## config.mk

```make
export PLATFORM = sky130hd
export DESIGN_NAME = lpicu_cmd_unit
export DESIGN_NICKNAME = d
export VERILOG_FILES = /design/src/rtl/lpicu_pkg.sv /design/src/rtl/lpicu_toggle_div.sv /design/src/rtl/lpicu_cmd_unit.sv
export SDC_FILE = /design/constraint.sdc
export NUM_CORES = 1
export LEC_CHECK = 0
export ABC_AREA = 1
export BUFFER_PORTS_ARGS = -buffer_cell sky130_fd_sc_hd__buf_2
export CORE_MARGIN = 2
export CORE_UTILIZATION = 55
export DETAILED_ROUTE_END_ITERATION = 10
export GPL_ROUTABILITY_DRIVEN = 0
export GPL_TIMING_DRIVEN = 0
export PLACE_DENSITY = 0.73
export SETUP_SLACK_MARGIN = 0.05
export SLEW_MARGIN = 20
export SYNTH_ARGS = -nofsm -noshare
export SYNTH_HDL_FRONTEND = slang
export SYNTH_SLANG_ARGS = --single-unit
export TNS_END_PERCENT = 30
```

## constraint.sdc

```tcl
create_clock -name ref_clk_i -period 2.7 [get_ports ref_clk_i]
set_clock_uncertainty 0.1 [all_clocks]
set_input_delay 0.27 -clock ref_clk_i [delete_from_list [all_inputs] [get_ports ref_clk_i]]
set_output_delay 0.27 -clock ref_clk_i [all_outputs]
set_load 0.005 [all_outputs]
```

## src/rtl/lpicu_pkg.sv

```systemverilog
/*
 * Constants, command codes and state types of the LCD power and indicator
 * command unit.
 * Assumes a single 20 MHz clock and command bytes delivered by same-clock
 * host interface logic.
 */
// Overview of operation
// - Byte 00100xxx loads its low three bits as regulator resistor ratio.
// - Byte 10000001 enters contrast mode; next command byte is contrast value.
// - In contrast mode only the contrast write is accepted, nothing else.
// - Contrast write keeps six low bits, 64 levels; top two bits ignored.
// - After storing the contrast value, normal decoding resumes.
// - Indicator state changes only by its own commands, never by others.
// - Indicator drive appears on frame polarity and static indicator outputs.
// - Byte 10101101 switches indicator on and awaits its register byte.
// - Byte 10101100 switches indicator off as a single-byte command.
// - After indicator-on only the indicator register write is accepted.
// - Indicator-register mode ends once the register byte is stored.
// - Mode bits: 00 off, 01 0.5 s blink, 10 1 s blink, 11 steady.
// - Power save sleeps with indicator off, stands by with it on.
// - Sleep ends with display on or entire off plus indicator on.
// - Sleep stops the oscillator and the LCD supply circuits.
// - Sleep halts LCD driving; segment and common outputs go to ground.
// - Sleep and standby keep settings and leave display memory accessible.
// - Standby stops supply, grounds outputs, keeps indicator drive running.
// - Reset command during standby moves the device to sleep.
// - Entire-display-on while display is off enters power save.
// - Display on/off command: low bit high turns on, low turns off.
package lpicu_pkg;

    // *****************************************************************
    // Command codes
    // *****************************************************************
    localparam logic [7:0] CMD_RATIO_MASK    = 8'hf8;
    localparam logic [7:0] CMD_RATIO_BASE    = 8'h20;
    localparam logic [7:0] CMD_CONTRAST_MODE = 8'h81;
    localparam logic [7:0] CMD_IND_OFF       = 8'hac;
    localparam logic [7:0] CMD_IND_ON        = 8'had;
    localparam logic [7:0] CMD_DISP_OFF      = 8'hae;
    localparam logic [7:0] CMD_DISP_ON       = 8'haf;
    localparam logic [7:0] CMD_ENTIRE_OFF    = 8'ha4;
    localparam logic [7:0] CMD_ENTIRE_ON     = 8'ha5;
    localparam logic [7:0] CMD_RESET         = 8'he2;
    localparam logic [7:0] CMD_NOP           = 8'he3;

    // *****************************************************************
    // Field widths and positions
    // *****************************************************************
    localparam int RATIO_W     = 3;
    localparam int CONTRAST_W  = 6;
    localparam int IND_MODE_W  = 2;

    localparam logic [1:0] IND_MODE_OFF    = 2'h0;
    localparam logic [1:0] IND_MODE_FAST   = 2'h1;
    localparam logic [1:0] IND_MODE_SLOW   = 2'h2;
    localparam logic [1:0] IND_MODE_STEADY = 2'h3;

    // *****************************************************************
    // Reset values
    // *****************************************************************
    localparam logic [2:0] RATIO_RST    = 3'h0;
    localparam logic [5:0] CONTRAST_RST = 6'h20;
    localparam logic [1:0] IND_MODE_RST = 2'h0;

    // *****************************************************************
    // Timing
    // *****************************************************************
    localparam int unsigned CLK_KHZ        = 20000;
    localparam int unsigned BLINK_FAST_MS  = 500;
    localparam int unsigned BLINK_SLOW_MS  = 1000;
    localparam int unsigned FRAME_HALF_US  = 8000;
    localparam int unsigned BLINK_FAST_CYC = BLINK_FAST_MS * CLK_KHZ;
    localparam int unsigned BLINK_SLOW_CYC = BLINK_SLOW_MS * CLK_KHZ;
    localparam int unsigned FRAME_HALF_CYC = FRAME_HALF_US * CLK_KHZ / 1000;

    // *****************************************************************
    // States
    // *****************************************************************
    typedef enum logic [1:0] {
        DEC_NORMAL,
        DEC_CONTRAST,
        DEC_INDICATOR
    } lpicu_dec_t;

    typedef enum logic [1:0] {
        PWR_ACTIVE,
        PWR_SLEEP,
        PWR_STANDBY
    } lpicu_pwr_t;

endpackage

```

## src/rtl/lpicu_toggle_div.sv

```systemverilog
/*
 * Divider that toggles its output every HALF_CYC clocks while run_i is high.
 * Assumes run_i comes from logic on the same clock.
 */
`timescale 1ns/10ps
module lpicu_toggle_div #(
    parameter int unsigned HALF_CYC = 16
) (
    input  wire logic ref_clk_i,
    input  wire logic rstn_i,
    input  wire logic run_i,
    output logic      phase_o
);

    // *****************************************************************
    // Divider
    // *****************************************************************
    logic [31:0] cnt_reg;

    // Holding the count while stopped models a halted oscillator
    always_ff @(posedge ref_clk_i or negedge rstn_i) begin
        if (!rstn_i) begin
            cnt_reg <= 32'h0;
        end else if (run_i) begin
            if (cnt_reg >= 32'(HALF_CYC - 1)) begin
                cnt_reg <= 32'h0;
            end else begin
                cnt_reg <= cnt_reg + 32'h1;
            end
        end
    end

    always_ff @(posedge ref_clk_i or negedge rstn_i) begin
        if (!rstn_i) begin
            phase_o <= 1'b0;
        end else if (run_i && cnt_reg >= 32'(HALF_CYC - 1)) begin
            phase_o <= ~phase_o;
        end
    end

endmodule

```

## src/rtl/lpicu_cmd_unit.sv

```systemverilog
/*
 * Command interpreter for drive ratio, contrast, static indicator,
 * display on/off, entire display and power save.
 * Assumes host bytes arrive as one-cycle strobes from interface logic
 * running on ref_clk_i, so no synchroniser is placed on them.
 */
`timescale 1ns/10ps
module lpicu_cmd_unit
    import lpicu_pkg::*;
#(
    parameter int unsigned FRAME_CYC = lpicu_pkg::FRAME_HALF_CYC,
    parameter int unsigned FAST_CYC  = lpicu_pkg::BLINK_FAST_CYC,
    parameter int unsigned SLOW_CYC  = lpicu_pkg::BLINK_SLOW_CYC
) (
    input  wire logic       ref_clk_i,
    input  wire logic       rstn_i,
    input  wire logic       wr_stb_i,
    input  wire logic       register_select_line_i,
    input  wire logic [7:0] wr_data_i,
    output logic [2:0]      regulator_resistor_ratio_o,
    output logic [5:0]      contrast_level_bits_o,
    output logic            display_on_o,
    output logic            entire_display_on_o,
    output logic            indicator_on_o,
    output logic [1:0]      indicator_mode_o,
    output logic            frame_polarity_out_o,
    output logic            static_indicator_out_o,
    output logic            sleep_o,
    output logic            standby_o,
    output logic            osc_enable_o,
    output logic            lcd_supply_enable_o,
    output logic            lcd_drive_enable_o,
    output logic            ram_access_enable_o,
    output logic            contrast_mode_o,
    output logic            indicator_reg_mode_o,
    output logic            cmd_done_o,
    output logic            reset_cmd_o
);

    import lpicu_pkg::*;

    // *****************************************************************
    // Command strobe and decode
    // *****************************************************************
    logic       cmd_stb;
    logic       is_ratio;
    logic       is_contrast_mode;
    logic       is_ind_on;
    logic       is_ind_off;
    logic       is_disp_on;
    logic       is_disp_off;
    logic       is_entire_on;
    logic       is_entire_off;
    logic       is_reset;
    logic       is_nop;
    logic       normal_cmd;
    lpicu_dec_t dec_reg;
    lpicu_dec_t dec_next;
    lpicu_pwr_t pwr_reg;
    lpicu_pwr_t pwr_next;

    // Display data writes never reach the decoder
    assign cmd_stb = wr_stb_i && !register_select_line_i;

    // Opcodes are only decoded while no second byte is pending
    assign normal_cmd = cmd_stb && (dec_reg == DEC_NORMAL);

    assign is_ratio         = normal_cmd &&
                              ((wr_data_i & CMD_RATIO_MASK) == CMD_RATIO_BASE);
    assign is_contrast_mode = normal_cmd && (wr_data_i == CMD_CONTRAST_MODE);
    assign is_ind_on        = normal_cmd && (wr_data_i == CMD_IND_ON);
    assign is_ind_off       = normal_cmd && (wr_data_i == CMD_IND_OFF);
    assign is_disp_on       = normal_cmd && (wr_data_i == CMD_DISP_ON);
    assign is_disp_off      = normal_cmd && (wr_data_i == CMD_DISP_OFF);
    assign is_entire_on     = normal_cmd && (wr_data_i == CMD_ENTIRE_ON);
    assign is_entire_off    = normal_cmd && (wr_data_i == CMD_ENTIRE_OFF);
    assign is_reset         = normal_cmd && (wr_data_i == CMD_RESET);
    // Decoded but drives nothing; cmd_done_o follows every command byte anyway
    assign is_nop           = normal_cmd && (wr_data_i == CMD_NOP);

    // *****************************************************************
    // Decoder mode machine
    // *****************************************************************
    always_comb begin
        dec_next = dec_reg;
        case (dec_reg)
            DEC_NORMAL: begin
                if (is_contrast_mode) begin
                    dec_next = DEC_CONTRAST;
                end else if (is_ind_on) begin
                    dec_next = DEC_INDICATOR;
                end
            end
            DEC_CONTRAST: begin
                if (cmd_stb) begin
                    dec_next = DEC_NORMAL;
                end
            end
            DEC_INDICATOR: begin
                if (cmd_stb) begin
                    dec_next = DEC_NORMAL;
                end
            end
            default: begin
                dec_next = DEC_NORMAL;
            end
        endcase
    end

    always_ff @(posedge ref_clk_i or negedge rstn_i) begin
        if (!rstn_i) begin
            dec_reg <= DEC_NORMAL;
        end else begin
            dec_reg <= dec_next;
        end
    end

    // *****************************************************************
    // Drive voltage settings
    // *****************************************************************
    always_ff @(posedge ref_clk_i or negedge rstn_i) begin
        if (!rstn_i) begin
            regulator_resistor_ratio_o <= RATIO_RST;
        end else if (is_ratio) begin
            regulator_resistor_ratio_o <= wr_data_i[RATIO_W-1:0];
        end
    end

    // Any command byte in contrast mode is the value; bits 7:6 dropped
    always_ff @(posedge ref_clk_i or negedge rstn_i) begin
        if (!rstn_i) begin
            contrast_level_bits_o <= CONTRAST_RST;
        end else if (cmd_stb && dec_reg == DEC_CONTRAST) begin
            contrast_level_bits_o <= wr_data_i[CONTRAST_W-1:0];
        end
    end

    // *****************************************************************
    // Static indicator
    // *****************************************************************
    // Only the indicator's own bytes reach these flops
    always_ff @(posedge ref_clk_i or negedge rstn_i) begin
        if (!rstn_i) begin
            indicator_on_o <= 1'b0;
        end else if (is_ind_on) begin
            indicator_on_o <= 1'b1;
        end else if (is_ind_off) begin
            indicator_on_o <= 1'b0;
        end
    end

    always_ff @(posedge ref_clk_i or negedge rstn_i) begin
        if (!rstn_i) begin
            indicator_mode_o <= IND_MODE_RST;
        end else if (cmd_stb && dec_reg == DEC_INDICATOR) begin
            indicator_mode_o <= wr_data_i[IND_MODE_W-1:0];
        end
    end

    // *****************************************************************
    // Display on/off and entire display
    // *****************************************************************
    always_ff @(posedge ref_clk_i or negedge rstn_i) begin
        if (!rstn_i) begin
            display_on_o <= 1'b0;
        end else if (is_disp_on) begin
            display_on_o <= 1'b1;
        end else if (is_disp_off) begin
            display_on_o <= 1'b0;
        end
    end

    always_ff @(posedge ref_clk_i or negedge rstn_i) begin
        if (!rstn_i) begin
            entire_display_on_o <= 1'b0;
        end else if (is_entire_on) begin
            entire_display_on_o <= 1'b1;
        end else if (is_entire_off) begin
            entire_display_on_o <= 1'b0;
        end
    end

    // *****************************************************************
    // Power save machine
    // *****************************************************************
    logic ps_cond;

    // Entire-on with display off is the power save compound
    assign ps_cond = entire_display_on_o && !display_on_o;

    always_comb begin
        pwr_next = pwr_reg;
        case (pwr_reg)
            PWR_ACTIVE: begin
                if (ps_cond) begin
                    if (indicator_on_o) begin
                        pwr_next = PWR_STANDBY;
                    end else begin
                        pwr_next = PWR_SLEEP;
                    end
                end
            end
            PWR_SLEEP: begin
                // Both the power save release and indicator-on are needed
                if (!ps_cond && indicator_on_o) begin
                    pwr_next = PWR_ACTIVE;
                end
            end
            PWR_STANDBY: begin
                if (is_reset) begin
                    pwr_next = PWR_SLEEP;
                end else if (!ps_cond) begin
                    pwr_next = PWR_ACTIVE;
                end
            end
            default: begin
                pwr_next = PWR_ACTIVE;
            end
        endcase
    end

    always_ff @(posedge ref_clk_i or negedge rstn_i) begin
        if (!rstn_i) begin
            pwr_reg <= PWR_ACTIVE;
        end else begin
            pwr_reg <= pwr_next;
        end
    end

    // *****************************************************************
    // Indicator timing
    // *****************************************************************
    logic osc_run;
    logic frame_phase;
    logic fast_phase;
    logic slow_phase;

    // Oscillator halts in sleep, so all timing freezes with it
    assign osc_run = (pwr_reg != PWR_SLEEP);

    lpicu_toggle_div #(
        .HALF_CYC (FRAME_CYC)
    ) u_frame_div (
        .ref_clk_i (ref_clk_i),
        .rstn_i    (rstn_i),
        .run_i     (osc_run),
        .phase_o   (frame_phase)
    );

    lpicu_toggle_div #(
        .HALF_CYC (FAST_CYC)
    ) u_fast_div (
        .ref_clk_i (ref_clk_i),
        .rstn_i    (rstn_i),
        .run_i     (osc_run),
        .phase_o   (fast_phase)
    );

    lpicu_toggle_div #(
        .HALF_CYC (SLOW_CYC)
    ) u_slow_div (
        .ref_clk_i (ref_clk_i),
        .rstn_i    (rstn_i),
        .run_i     (osc_run),
        .phase_o   (slow_phase)
    );

    logic ind_lit;

    always_comb begin
        ind_lit = 1'b0;
        if (indicator_on_o) begin
            case (indicator_mode_o)
                IND_MODE_OFF:    ind_lit = 1'b0;
                IND_MODE_FAST:   ind_lit = fast_phase;
                IND_MODE_SLOW:   ind_lit = slow_phase;
                IND_MODE_STEADY: ind_lit = 1'b1;
                default:         ind_lit = 1'b0;
            endcase
        end
    end

    // *****************************************************************
    // Indicator electrodes
    // *****************************************************************
    // Lit means the two electrodes sit in antiphase; equal phase keeps
    // the indicator dark with no DC across the liquid crystal
    always_ff @(posedge ref_clk_i or negedge rstn_i) begin
        if (!rstn_i) begin
            frame_polarity_out_o <= 1'b0;
        end else if (pwr_reg == PWR_SLEEP) begin
            frame_polarity_out_o <= 1'b0;
        end else begin
            frame_polarity_out_o <= frame_phase;
        end
    end

    always_ff @(posedge ref_clk_i or negedge rstn_i) begin
        if (!rstn_i) begin
            static_indicator_out_o <= 1'b0;
        end else if (pwr_reg == PWR_SLEEP) begin
            static_indicator_out_o <= 1'b0;
        end else begin
            static_indicator_out_o <= frame_phase ^ ind_lit;
        end
    end

    // *****************************************************************
    // Power and drive enables
    // *****************************************************************
    always_ff @(posedge ref_clk_i or negedge rstn_i) begin
        if (!rstn_i) begin
            osc_enable_o <= 1'b1;
        end else begin
            osc_enable_o <= (pwr_next != PWR_SLEEP);
        end
    end

    always_ff @(posedge ref_clk_i or negedge rstn_i) begin
        if (!rstn_i) begin
            lcd_supply_enable_o <= 1'b1;
        end else begin
            lcd_supply_enable_o <= (pwr_next == PWR_ACTIVE);
        end
    end

    // Low forces every segment and common driver to ground
    always_ff @(posedge ref_clk_i or negedge rstn_i) begin
        if (!rstn_i) begin
            lcd_drive_enable_o <= 1'b1;
        end else begin
            lcd_drive_enable_o <= (pwr_next == PWR_ACTIVE);
        end
    end

    always_ff @(posedge ref_clk_i or negedge rstn_i) begin
        if (!rstn_i) begin
            sleep_o   <= 1'b0;
            standby_o <= 1'b0;
        end else begin
            sleep_o   <= (pwr_next == PWR_SLEEP);
            standby_o <= (pwr_next == PWR_STANDBY);
        end
    end

    // Settings are never cleared by power save and the host path is
    // not gated, so memory stays reachable in both low power states
    assign ram_access_enable_o = 1'b1;

    // *****************************************************************
    // Status and pulses
    // *****************************************************************
    assign contrast_mode_o      = (dec_reg == DEC_CONTRAST);
    assign indicator_reg_mode_o = (dec_reg == DEC_INDICATOR);

    always_ff @(posedge ref_clk_i or negedge rstn_i) begin
        if (!rstn_i) begin
            cmd_done_o <= 1'b0;
        end else begin
            cmd_done_o <= cmd_stb;
        end
    end

    // Reset command is handed on to address logic outside this block
    always_ff @(posedge ref_clk_i or negedge rstn_i) begin
        if (!rstn_i) begin
            reset_cmd_o <= 1'b0;
        end else begin
            reset_cmd_o <= is_reset;
        end
    end

endmodule

```

==> impl_metrics.json <==
{
  "outcome": "completed",
  "yosys_warnings": 0,
  "vias_per_cell": 5.14,
  "initial_core_util_pct": 56.2,
  "synth_top_area_cell": "dfrtp_1",
  "preCtsSetupSlack_ns": 0.775,
  "grt_antenna_before_repair": 0,
  "finalNonFillerCells": 1015,
  "num_rows": 39,
  "tightest_slew_ns": 0.624,
  "synthCells": 801,
  "setup_viol": 0,
  "setup_ws_ns": 0.794,
  "dpl_cell_area_mm2": 0.00679,
  "clock_latency_ns": 0.42,
  "critPathTopFamily": "simple AND/OR/NAND/NOR gates",
  "rsz0062_at_grt": "no",
  "synth_area_leaders": "dfrtp_1 (48%), nand2_1 (10%), nor2_1 (8.1%), inv_1 (6.6%), xor2_1 (3.8%)",
  "clkSinkCount": 125,
  "area_delta_synth_final_pct": 16.1,
  "first_global_vias": 5258,
  "post-route-util_pct": 65.3,
  "cts_root_buf": "clkbuf_16",
  "hold_depth": 3,
  "cpMostUsedCell": "nand2_1",
  "crit_fanout": 10,
  "synth.distinct_cells": 40,
  "fin_crit_ns": 1.91,
  "r2r_slack_ns": 0.79,
  "ant_nets": 0,
  "diodes": 0,
  "relSlewSlack_pct": 58.4,
  "maxSlewViolCount": 0,
  "grt-ovfl-total": 0,
  "cp-startpoint": "u_frame_div.cnt_reg[0]",
  "nNetsFinal": 877,
  "num_io_pins": 38,
  "seq_area_frac_synth_pct": 49.0,
  "port_buffers": 36,
  "crit_chain": "ha_1, nand3_1, nor3_2, nand2_1, nand2_1, nand2_1, nand2_1, nand2_1, inv_2, buf_6, nor2_1",
  "grt_first_pass_wirelength_um": 23200,
  "cts_tree": "yes",
  "avgSynthCellArea_um2": 7.98,
  "power_mw": 5.28,
  "dp_cells": 981,
  "path_buf_inv": 2,
  "chipWidth_um": 112,
  "post-route-period-util_pct": 70.6,
  "min_from": "wr_stb_i",
  "leakagePower_nw": 3.53,
  "dp_hpwl_um": 9190,
  "die_h_um": 112,
  "postCtsSetupBuffers": 0,
  "critPathMaxStageDelay_ns": 0.38,
  "drv_cap": 0,
  "reg2reg_depth": 11,
  "grt_max_degree": 69,
  "clk_pin_slew_ns": 0.06,
  "synth-main-ff-cell": "dfrtp_1",
  "required_ns": 2.91,
  "r2r-start": "u_frame_div.cnt_reg[0]",
  "hold_viol_final": 0,
  "yosysTopAreaCellShare_pct": 47.7,
  "power_density_mw_per_mm2": 712,
  "ir_drop_mv": 0.454,
  "reg2reg_to": "u_frame_div.cnt_reg[8]",
  "cts_inserted_buffers": 17,
  "synth_edf_count": 0,
  "synth_area_mm2": 0.00639,
  "cp-endpoint": "u_frame_div.cnt_reg[8]",
  "min_path_type": "in2reg",
  "first_iter_violations": 283,
  "wl_um": 13000,
  "async_flop_share_pct": 100,
  "vias": 5214,
  "synth_fp_nets": 819,
  "wl_per_cell_um": 12.8,
  "remaining_drc_errors": 0,
  "die_area_mm2": 0.0125,
  "cp-start-kind": "flop",
  "grtUsageTotal_pct": 22.8,
  "clock.fmax_mhz": 525,
  "h-tree-depth": 4,
  "drive_gt1_share_pct": 15.7,
  "clk_path_buf_depth": 2,
  "slowest_stage": "dfrtp_1",
  "coreArea_mm2": 0.0114,
  "arrival_ns": 2.12,
  "setup_tns_ns": 0,
  "drtPass1Iterations": 5,
  "whs_ns": 0.00867,
  "synth-seq-cells": 125,
  "end_kind": "flop",
  "design_area_mm2": 0.00742,
  "crit_type": "reg2reg",
  "critical_path_depth": 11
}
placed cells by master (no fill, tap or decap), types with 3 or more instances in the layout:
cell type and n:
clkbuf_16 17, xor2_1 28, xnor2_1 9, clkinv_2 5, nand2_1 171, nor2_4 5
dfrtp_1 122, nor4_1 3, o21ai_0 30, nor3_1 19, clkbuf_1 4, inv_2 3
bufinv_16 4, inv_1 112, or2_2 4, nand2_4 3, nand4_1 20, nor2_2 30
dfstp_2 3, buf_6 3, buf_2 40, nor2_1 138, nand3b_1 4, a21oi_1 7
nand2_2 5, nand3_1 48, ha_1 6
worst min-delay path by stage:
stage	end	slack, ns
global route	contrast_level_bits_o[4]	0.02
finish	cmd_done_o	0.009
detailed placement	u_fast_div.cnt_reg[17]	0.22
global placement	u_frame_div.phase_o	0.36
CTS	cmd_done_o	0.001
floorplan	cmd_done_o	-0.13
synth_stat cells, types with 2 or more instances:
master / n
xor2_1: 28
buf_6: 2
nand3_2: 2
nand2_4: 3
buf_1: 2
nand4_1: 20
dfstp_2: 3
o22ai_1: 2
a21oi_1: 7
inv_2: 3
nor4_1: 3
inv_1: 112
buf_4: 2
nor3_1: 19
nor2_2: 30
nand2_1: 171
dfrtp_1: 122
xnor2_1: 9
nand3b_1: 4
buf_12: 2
and2_1: 2
ha_1: 6
nand3_1: 48
buf_2: 5
nor2_1: 138
nand2_2: 5
nor2_4: 5
or2_2: 4
o21ai_0: 30
clkbuf_1: 2
where the power goes:
| part | total, mW | switching, mW | internal, mW |
|---|---|---|---|
| clock | 2.37 | 0.814 | 1.56 |
| sequential | 2.22 | 0.162 | 2.06 |
| combinational | 0.686 | 0.396 | 0.290 |
| total | 5.28 | 1.37 | 3.91 |
metal layers:
| metal | vias to the layer above | routed length [um] | track usage (%) |
|---|---|---|---|
| met5 | - | 0 | 0 |
| met4 | 0 | 211 | 9.38 |
| met3 | 17 | 568 | 5.55 |
| met2 | 132 | 6360 | 37.5 |
| met1 | 2464 | 5830 | 29.1 |
| li1 | 2601 | - | - |
kinds of logic (layout without fill, tap and decap cells):
family,after synthesis,count (layout),synth area share (%)
simple gates,456,456,32.1
buf+inv,131,202,8.73
flops,125,125,49.0
compound gates,44,44,3.70
xor+xnor,37,37,5.07
fa+ha+maj,6,6,1.17
other cells,1,1,0.0587
mux,1,1,0.176
cell type report:
cell class,instances,area [um^2]
Buffer,15,118
Tap cell,143,179
Multi-Input combinational cell,545,2700
Clock buffer,20,447
Sequential cell,125,3130
Timing Repair Buffer,39,234
Clock inverter,12,170
Fill cell,938,3950
Inverter,116,440
tightest hold or removal path, stage by stage:
cell    delay, ns
buf_2        0.09
inv_1        0.05
nor2_1       0.07
what timing repair did:
item	4_1_cts	5_1_grt
resized for setup	0	0
endpoints found under the hold margin	65	0
setup endpoints to repair	0	0
hold buffers	2	0
Note: power is estimated with default switching activity, not from simulation.
